--- src/logic/bfs_defs.vh ---
// register offsets, command codes, reset values and timing counts
// for the channel format and snapshot block; definitions only
`ifndef BFS_DEFS_VH
`define BFS_DEFS_VH

// register and command codes on the serial register port
`define BFS_ADDR_POLARITY_FMT  8'h1d
`define BFS_CMD_SNAPSHOT       8'h00
`define BFS_CMD_SNAPSHOT_BCAST 8'h1e
`define BFS_CMD_SNAPSHOT_KEEP  8'h1f

// reset value of the format register
`define BFS_POLARITY_FMT_RST   8'h00

// field positions in the format register
`define BFS_CUR_SIGNED_HI      7
`define BFS_CUR_SIGNED_LO      4
`define BFS_VOLT_SIGNED_HI     3
`define BFS_VOLT_SIGNED_LO     0

// settle time before results may be read, and its cycle count at 40 MHz
`define BFS_CLK_HZ             40000000
`define BFS_SETTLE_US          1000
`define BFS_SETTLE_CYCLES      ((`BFS_SETTLE_US * (`BFS_CLK_HZ / 1000)) / 1000)

`endif

--- src/logic/bfs_chan.v ---
// one monitor channel: power accumulation and readable result capture
// assumes conversion results arrive already coded in the active format
`timescale 1ns/1ps

module bfs_chan #(
  parameter ACC_W = 48
) (
  input  wire               core_clk,
  input  wire               rst_n,
  input  wire               conv_valid,
  input  wire [15:0]        shunt_raw,
  input  wire [15:0]        rail_raw,
  input  wire               cur_signed,
  input  wire               volt_signed,
  input  wire               snap,
  input  wire               clear_acc,
  output reg  [15:0]        snap_shunt,
  output reg  [15:0]        snap_rail,
  output reg  [ACC_W-1:0]   snap_acc,
  output reg                snap_cur_signed,
  output reg                snap_volt_signed,
  output reg                snap_pwr_signed
);

  //////////////////////////////////////////////////////////////////////////
  // operand extension: sign bit only counts when the format is signed
  wire signed [16:0] shunt_ext;
  wire signed [16:0] rail_ext;
  wire signed [33:0] power;
  wire [ACC_W-1:0]   power_ext;
  reg  [ACC_W-1:0]   acc;
  reg  [15:0]        last_shunt;
  reg  [15:0]        last_rail;

  assign shunt_ext = {cur_signed & shunt_raw[15], shunt_raw};
  assign rail_ext  = {volt_signed & rail_raw[15], rail_raw};
  // product is signed whenever either direction bit is set
  assign power     = shunt_ext * rail_ext;
  assign power_ext = {{(ACC_W-34){power[33]}}, power};

  //////////////////////////////////////////////////////////////////////////
  // internal accumulator and latest results
  always @(posedge core_clk or negedge rst_n) begin
    if (!rst_n) begin
      acc        <= {ACC_W{1'b0}};
      last_shunt <= 16'h0000;
      last_rail  <= 16'h0000;
    end else begin
      if (clear_acc) begin
        acc <= {ACC_W{1'b0}};
      end else if (conv_valid) begin
        acc <= acc + power_ext;
      end
      if (conv_valid) begin
        last_shunt <= shunt_raw;
        last_rail  <= rail_raw;
      end
    end
  end

  //////////////////////////////////////////////////////////////////////////
  // readable copies, held until the next snapshot of any kind
  always @(posedge core_clk or negedge rst_n) begin
    if (!rst_n) begin
      snap_shunt       <= 16'h0000;
      snap_rail        <= 16'h0000;
      snap_acc         <= {ACC_W{1'b0}};
      snap_cur_signed  <= 1'b0;
      snap_volt_signed <= 1'b0;
      snap_pwr_signed  <= 1'b0;
    end else if (snap) begin
      snap_shunt       <= last_shunt;
      snap_rail        <= last_rail;
      snap_acc         <= acc;
      snap_cur_signed  <= cur_signed;
      snap_volt_signed <= volt_signed;
      snap_pwr_signed  <= cur_signed | volt_signed;
    end
  end

endmodule

--- src/logic/bfs_top.v ---
// channel format register and snapshot command decode for a
// four-channel power monitor; one serial register port, one clock
// assumes the serial front end hands over whole bytes as strobes
//
// How it works
// - current bit selects unsigned or signed sense
// - voltage bit selects unsigned or signed rail
// - either bit makes power results signed
// - code 1Eh send-byte alone triggers snapshot
// - broadcast snapshot equals ordinary accumulate-restart snapshot
// - snapshot copies totals, count, latest results
// - restart snapshot (00h, 1Eh) then clears accumulators and counter; 1Fh keeps them
// - results valid one millisecond after command
// - readable results held until next snapshot
`timescale 1ns/1ps
`include "bfs_defs.vh"

module bfs_top #(
  parameter ACC_W         = 48,
  parameter CNT_W         = 24,
  parameter SETTLE_CYCLES = `BFS_SETTLE_CYCLES
) (
  input  wire               core_clk,
  input  wire               rst_n,
  input  wire               cmd_send,
  input  wire [7:0]         cmd_code,
  input  wire               reg_wr,
  input  wire [7:0]         reg_addr,
  input  wire [7:0]         reg_wdata,
  output reg  [7:0]         reg_rdata,
  input  wire [3:0]         conv_valid,
  input  wire [63:0]        shunt_voltage,
  input  wire [63:0]        rail_voltage,
  output wire [3:0]         conv_cur_signed,
  output wire [3:0]         conv_volt_signed,
  output wire [63:0]        snap_shunt_voltage,
  output wire [63:0]        snap_rail_voltage,
  output wire [4*ACC_W-1:0] snap_acc,
  output reg  [CNT_W-1:0]   snap_count,
  output wire [3:0]         snap_cur_signed,
  output wire [3:0]         snap_volt_signed,
  output wire [3:0]         snap_pwr_signed,
  output wire               snap_busy,
  output reg                snap_done
);

  //////////////////////////////////////////////////////////////////////////
  // declarations
  reg  [7:0]  channel_polarity_format;
  reg  [7:0]  active_format;
  reg  [CNT_W-1:0] acc_count;
  reg  [31:0] settle_cnt;
  wire        snap_restart;
  wire        snap_keep;
  wire        snap_any;
  wire        any_conv;

  //////////////////////////////////////////////////////////////////////////
  // command decode: a send-byte with no data carries only its code;
  // the broadcast code behaves exactly like the ordinary restart code
  assign snap_restart = cmd_send &
                        ((cmd_code == `BFS_CMD_SNAPSHOT) |
                         (cmd_code == `BFS_CMD_SNAPSHOT_BCAST));
  assign snap_keep    = cmd_send & (cmd_code == `BFS_CMD_SNAPSHOT_KEEP);
  assign snap_any     = snap_restart | snap_keep;
  assign any_conv     = |conv_valid;

  //////////////////////////////////////////////////////////////////////////
  // format register write; read back of the programmed value
  always @(posedge core_clk or negedge rst_n) begin
    if (!rst_n) begin
      channel_polarity_format <= `BFS_POLARITY_FMT_RST;
    end else if (reg_wr && reg_addr == `BFS_ADDR_POLARITY_FMT) begin
      channel_polarity_format <= reg_wdata;
    end
  end

  // registered read data, unmapped addresses read zero
  always @(posedge core_clk or negedge rst_n) begin
    if (!rst_n) begin
      reg_rdata <= 8'h00;
    end else if (reg_addr == `BFS_ADDR_POLARITY_FMT) begin
      reg_rdata <= channel_polarity_format;
    end else begin
      reg_rdata <= 8'h00;
    end
  end

  //////////////////////////////////////////////////////////////////////////
  // pending format becomes active only on a restart snapshot, so
  // conversions in flight never mix two formats
  always @(posedge core_clk or negedge rst_n) begin
    if (!rst_n) begin
      active_format <= `BFS_POLARITY_FMT_RST;
    end else if (snap_restart) begin
      active_format <= channel_polarity_format;
    end
  end

  assign conv_cur_signed  = active_format[`BFS_CUR_SIGNED_HI:`BFS_CUR_SIGNED_LO];
  assign conv_volt_signed = active_format[`BFS_VOLT_SIGNED_HI:`BFS_VOLT_SIGNED_LO];

  //////////////////////////////////////////////////////////////////////////
  // accumulation counter: one count per conversion round, cleared by a
  // restart snapshot after its value has been copied out
  always @(posedge core_clk or negedge rst_n) begin
    if (!rst_n) begin
      acc_count  <= {CNT_W{1'b0}};
      snap_count <= {CNT_W{1'b0}};
    end else begin
      if (snap_any) begin
        snap_count <= acc_count;
      end
      if (snap_restart) begin
        acc_count <= {CNT_W{1'b0}};
      end else if (any_conv && acc_count != {CNT_W{1'b1}}) begin
        acc_count <= acc_count + {{(CNT_W-1){1'b0}}, 1'b1};
      end
    end
  end

  //////////////////////////////////////////////////////////////////////////
  // channels: capture uses the format that was active when the data was
  // converted, so the copy is taken before the format switch lands
  genvar ch;
  generate
    for (ch = 0; ch < 4; ch = ch + 1) begin : g_chan
      // channel 1 sits in the top bit of each nibble
      bfs_chan #(
        .ACC_W (ACC_W)
      ) u_chan (
        .core_clk         (core_clk),
        .rst_n            (rst_n),
        .conv_valid       (conv_valid[ch]),
        .shunt_raw        (shunt_voltage[16*ch+15:16*ch]),
        .rail_raw         (rail_voltage[16*ch+15:16*ch]),
        .cur_signed       (conv_cur_signed[3-ch]),
        .volt_signed      (conv_volt_signed[3-ch]),
        .snap             (snap_any),
        .clear_acc        (snap_restart),
        .snap_shunt       (snap_shunt_voltage[16*ch+15:16*ch]),
        .snap_rail        (snap_rail_voltage[16*ch+15:16*ch]),
        .snap_acc         (snap_acc[ACC_W*ch+ACC_W-1:ACC_W*ch]),
        .snap_cur_signed  (snap_cur_signed[3-ch]),
        .snap_volt_signed (snap_volt_signed[3-ch]),
        .snap_pwr_signed  (snap_pwr_signed[3-ch])
      );
    end
  endgenerate

  //////////////////////////////////////////////////////////////////////////
  // settle window after any snapshot; done pulses when reads are allowed
  always @(posedge core_clk or negedge rst_n) begin
    if (!rst_n) begin
      settle_cnt <= 32'h0000_0000;
      snap_done  <= 1'b0;
    end else begin
      snap_done <= 1'b0;
      if (snap_any) begin
        settle_cnt <= SETTLE_CYCLES[31:0];
      end else if (settle_cnt != 32'h0000_0000) begin
        settle_cnt <= settle_cnt - 32'h0000_0001;
        snap_done  <= (settle_cnt == 32'h0000_0001);
      end
    end
  end

  assign snap_busy = (settle_cnt != 32'h0000_0000);

endmodule

--- config.mk ---
export PLATFORM = sky130hd
export DESIGN_NAME = bfs_top
export DESIGN_NICKNAME = d
export VERILOG_FILES = /design/src/logic/bfs_chan.v /design/src/logic/bfs_top.v
export VERILOG_INCLUDE_DIRS = /design/src /design/src/logic
export SDC_FILE = /design/constraint.sdc
export NUM_CORES = 2
export LEC_CHECK = 0
export ABC_AREA = 1
export BUFFER_PORTS_ARGS = -buffer_cell sky130_fd_sc_hd__buf_2
export CAP_MARGIN = 20
export CORE_ASPECT_RATIO = 0.5
export CORE_MARGIN = 2
export CORE_UTILIZATION = 38
export DETAILED_ROUTE_END_ITERATION = 10
export MAX_ROUTING_LAYER = met4
export SYNTH_ARGS = -nofsm -noshare
export SYNTH_HDL_FRONTEND = slang
export SYNTH_SLANG_ARGS = --single-unit
--- constraint.sdc ---
create_clock -name core_clk -period 6.9 [get_ports core_clk]
set_input_delay 1.035 -clock core_clk [delete_from_list [all_inputs] [get_ports core_clk]]
set_output_delay 1.035 -clock core_clk [all_outputs]
set_load 0.02 [all_outputs]
After elaboration in Yosys (flattened, before gate mapping). Cells that the tools add are included.

Register bits after elaboration: 757. Bits in latches: 0. Memory bits (writable): 0. ROM bits: 0. Bits of input ports: 160. Output and inout bits: 374. Word-level logic and storage cells: 100. Memories kept: 0.

Add/sub/neg operators: 6. Multipliers: 4. Div/mod/pow operators: 0. Order comparisons: 0. Eq/ne operators: 5. Shift operators: 0. Mux-type cells: 15. Bitwise operators: 16. Reductions and logical operators: 11.

Operators with widths (count): two-way mux 48 bit (8); adder 48 bit (4); multiplier 17 x 17 -> 34 bit (4); two-way mux 32 bit (2); two-way mux 24 bit (2); equality test 32 x 1 -> 1 bit (second input constant) (1); nonzero test 32 bit (1); subtractor 32 x 1 -> 32 bit (second input constant) (1); adder 24 x 1 -> 24 bit (second input constant) (1); equality test 8 x 5 -> 1 bit (second input constant) (3); != test 24 bit (second input constant) (1); nonzero test 2 bit (6); AND 1 bit (10); logical NOT 8 bit (1); two-way mux 8 bit (1); OR 1 bit (6); OR reduction 4 bit (1); logical AND 1 bit (2); two-way mux 1 bit (2).

Depth between registers and ports, before layout.
Depth after elaboration: 5. Gate-level depth with buffers: 44. Mapped depth without buffers: 42.

Hierarchy. A second synthesis with hierarchy kept.

Cell total of the unflattened synthesis: 11828. Area total of the unflattened synthesis: 89195.5 um2.

By module, submodules not included: bfs_chan (g_chan[0].u_chan) (times used 1, cells each 2813, area an instance 21062.7 um2, sequential area each 4078.9 um2); bfs_chan (g_chan[3].u_chan) (times used 1, cells each 2770, area an instance 20930.1 um2, sequential area each 4078.9 um2); bfs_chan (g_chan[2].u_chan) (times used 1, cells each 2750, area an instance 20811.2 um2, sequential area each 4078.9 um2); bfs_chan (g_chan[1].u_chan) (times used 1, cells each 2746, area an instance 20786.2 um2, sequential area each 4078.9 um2); bfs_top (times used 1, cells each 749, area an instance 5605.4 um2, sequential area each 2627.5 um2).

Worst setup path after synthesis. Ideal clock, no wire load.

Kind: input -> register. Start point: input rail_voltage[56]. End point: register g_chan[3].u_chan.acc[41]. Setup time: 0.126 ns. Arrival time: 7.800 ns. Required time: 6.774 ns. Setup slack: -1.025 ns. Stages on the path: 32. Buffers on the path: 2. Path through: clkbuf_1 > clkbuf_1 > nand2_1 > fa_1 > inv_1 > fa_1 > inv_1 > fa_1 > inv_1 > fa_1 > inv_1 > fa_1 > inv_1 > fa_1 > ha_1 > nand2_1 > nor3_1 > inv_1 > nor2_1 > a21oi_1 > nand2_1 > nand2_1 > ha_1 > nand2_1 > nor2_1 > inv_1 > nor4_1 > nand3_1 > nand3_1 > nand2_1 > nand2_1 > o22ai_1.

Cells in the longest elaborated chain, start to end: 4.

Ends and longest elaborated chain: start, declared (line bfs_top.v:33) `input wire [63:0] rail_voltage,`; multiplier 17 x 17 -> 34 bit (line bfs_chan.v:38) `assign power = shunt_ext * rail_ext;`; adder 48 bit (line bfs_chan.v:52) `acc <= acc + power_ext;`; two-way mux 48 bit (line bfs_chan.v:51) `end else if (conv_valid) begin`; two-way mux 48 bit (line bfs_chan.v:49) `if (clear_acc) begin`; end signal, assigned (line bfs_chan.v:45) `acc <= {ACC_W{1'b0}};`; end signal, assigned (line bfs_chan.v:50) `acc <= {ACC_W{1'b0}};`; end signal, assigned (line bfs_chan.v:52); end, declared (line bfs_chan.v:31) `reg [ACC_W-1:0] acc;`.

Every way passes these cells. The select of a mux whose other input is x is not followed. A chain may end at the register's enable or synchronous reset.

Final worst setup path.
Start point: input rail_voltage[2]. End point: register g_chan[0].u_chan.acc[47].

Cells in the longest elaborated chain, start to end: 4.

Ends and longest elaborated chain (line): multiplier 17 x 17 -> 34 bit (bfs_chan.v:38); adder 48 bit (bfs_chan.v:52); two-way mux 48 bit (bfs_chan.v:51); two-way mux 48 bit (bfs_chan.v:49); end signal, assigned (bfs_chan.v:45); end signal, assigned (bfs_chan.v:50); end signal, assigned (bfs_chan.v:52); end, declared (bfs_chan.v:31).

Every way passes these cells. The select of a mux whose other input is x is not followed.

==> summary.txt <==
Status
  • Status: finished with violations
  • Failing checks: setup timing

Timing
  • Worst rel slew slack: ~22%
  • Clock Skew: 0.0596 ns
  • Fin crit share: 104%
  • Slew @ Worst Pin: 1.16 ns
  • Final setup vio count: 79
  • Tmin final: 7.17 ns
  • Hold Vio Cnt, Final: 0
  • Peak Freq: 139 MHz
  • Final WS setup: -0.272 ns
  • Final slew viol count: 0
  • Unrepaired setup endpoints after global routing: yes

Clock tree
  • TritonCTS clock tree: done
  • CTS Buf Count: 83
  • Root Buffer: clkbuf_16
  • Hold Buf Count CTS: 0
  • Clock Tree Buf Depth: 3
  • Worst-Skew Late Latency: between 0.7 and 0.8 ns
  • # H-tree levels: 3
  • CTS clk-pin slew, worst paths: 0.07 ns
  • Clock Sinks: 757

Cells and area
  • Share of post-route cells with drive strength above 1: 30.8%
  • Leading cell type in the layout, fill and taps excluded: nand2_1
  • Nets: ~15000
  • Final Util: a little over half
  • Most frequent cells in the layout: 2829 x nand2_1, 2315 x inv_1, 1424 x buf_4
  • P&R area growth vs syn: 36.1%

Route
  • Post-DRT Antenna Nets: 0
  • Via Count: 79597
  • Via density: about 4.8
  • WL/cell: 17.5 um
  • Post-Route WL: 288 mm
  • Initial DRC count: 4791
  • DRC: 0
  • First-pass DRT Iterations: 8

Die
  • IO Pins: 534
  • Core area: 229000 sq um
  • Cell Rows: 124
  • Die X: 682 um
  • Die Footprint: between 200000 and 250000 sq um
  • Die Y: between 300 and 400 um
  • Initial Utilization: about two fifths

Yosys
  • Post-synthesis cell type count: 57
  • Top post-synthesis cells by area: fa_1 27%, dfrtp_1 22%, nand2_1 14%
  • Register area share after synthesis: a little over a fifth
  • Synth Instances: 11483
  • Syn Nets: 13370
  • Post-Syn Area: 87500 sq um
  • Top_reg_cell synth: dfrtp_1
  • Synth async-reset ratio: 100%
  • Synth Register Bits: between 700 and 800
  • Yosys top cell area share: 27.2%
  • Syn Area/Cell: 7.62 sq um
  • Post-synth EDFFs: 0
  • Synth warn: 0
  • Area leader, netlist: fa_1

Setup path
  • Worst Path Buf+Inv: 11
  • Slowest CP cell: fa_1
  • CP Capture Type: flop
  • Worst endpoint required time: 7.54 ns
  • Critical Path Fanout Max: 4
  • Crit path DAT: 7.81 ns
  • CP max stage delay: 0.55 ns
  • Kind of critical path: input pin to flop
  • Worst setup SP type: input pin
  • Top delay family on crit path: adder cells
  • CP most frequent cell: nand2_1

Min path
  • Hold crit path type: input pin to asynchronous set/reset pin

Global routing
  • First-pass GRT wire length: 454 mm
  • GR peak layer: met2
  • Remaining Overflow, GRT: 0
  • Vias in the first global route: a little over 80000
  • GR Util All Layers: 25.2%
  • Initial antenna violation count: 22
  • Met1 Resource Use GR: a little over 30%
  • M3 GR Usage: under 10%
  • Largest net degree at the start of global routing: 222
  • GRT met2 Usage: 44.5%

Placed design
  • IO Port Bufs: between 500 and 600
  • Gp weighted congestion: approximately 0.95
  • Detailed placement HPWL: roughly 230 mm
  • Pre-CTS setup slack: -1.41 ns

Run
  • MaxCap Viol Count: 0
[synth_stat cells (all sizes together), types with 2 or more instances]
master	number
a211oi	5
a21boi	10
a21o	44
a21oi	421
a22o	2
a31o	4
a31oi	23
and2	3
and3	7
buf	135
clkbuf	295
clkinv	4
dfrtp	757
fa	1188
ha	539
inv	2550
nand2	3282
nand3	306
nand3b	18
nand4	62
nor2	695
nor3	77
nor3b	3
nor4	24
o2111ai	3
o211ai	7
o21a	27
o21ai	721
o21bai	36
o22ai	50
o311ai	2
o31ai	5
or2	32
xnor2	50
xor2	92
[final timing paths]
path	from	end	slack, ns	depth (start not counted)
min	rst_n	g_chan[2].u_chan.last_rail[15]	0.35	1
max in group asynchronous	rst_n	g_chan[0].u_chan.acc[24]	4.97	2
max	rail_voltage[2]	g_chan[0].u_chan.acc[47]	-0.27	38
min reg2reg	g_chan[0].u_chan.snap_acc[5]	g_chan[0].u_chan.snap_acc[5]	0.46	2
max reg2reg	active_format[7]	g_chan[0].u_chan.acc[47]	-0.26	34
min in group core_clk	g_chan[0].u_chan.snap_acc[5]	g_chan[0].u_chan.snap_acc[5]	0.46	2
[cells by family (layout without fill, tap and decap cells)]
kind of cell | after synthesis | after routing | share of synthesized area (%)
simple gates | 4510 | 4514 | 20.5
other cells | 0 | 7 | 0
xor+xnor | 142 | 142 | 1.42
compound gates | 1363 | 1363 | 8.39
flops | 757 | 757 | 21.7
fa+ha+maj | 1727 | 1727 | 34.9
buf+inv | 2984 | 4857 | 13.1
[repair_timing]
item | in CTS | in global routing
resized for setup | 1030 | 1204
setup endpoints to repair | 115 | 146
pin swaps | 595 | 717
buffers inserted | 151 | 132
gates cloned | 4 | 1
[per-layer routing]
metal | vias up | share of wire (%)
li1 | 38098 | -
met2 | 1654 | 51
met4 | 0 | 4.0
met1 | 39299 | 41
met3 | 546 | 3.8
met5 | - | 0
[flip-flops by register name, summed over array words and instances (netlist names)]
name                            flops
snap_done                           1
g_chan.u_chan.snap_rail            64
g_chan.u_chan.snap_volt_signed      4
g_chan.u_chan.last_rail            64
acc_count                          24
g_chan.u_chan.last_shunt           64
g_chan.u_chan.snap_shunt           64
channel_polarity_format             8
snap_count                         24
g_chan.u_chan.snap_acc            192
settle_cnt                         32
reg_rdata                           8
g_chan.u_chan.snap_pwr_signed       4
g_chan.u_chan.acc                 192
active_format                       8
g_chan.u_chan.snap_cur_signed       4
[metrics by stage]
step	setup TNS [ns]	hold slack, ns	cell area (sq um)	std cells
finish	-9.50	0.347	119000	16454
global route	-33.18	0.368	119000	16454
CTS	-10.47	0.320	114000	16327
detailed placement	-141.35	0.453	105000	16028
global placement	-134.37	0.449	105000	16028
floorplan	-14.74	0.442	91700	11483
[final cells by class]
class / count / area (sq um)
Fill cell: 21526 / 110000
Multi-Input combinational cell: 7746 / 67000
Sequential cell: 757 / 18900
Timing Repair Buffer: 2154 / 16600
Inverter: 2554 / 9730
Tap cell: 3087 / 3860
Clock buffer: 106 / 2220
Clock inverter: 43 / 642
Antenna cell: 7 / 17.5
Power is left out: the tool's default activity adds up to more than one toggle a clock period on the data nets, which glitch-free logic cannot reach.
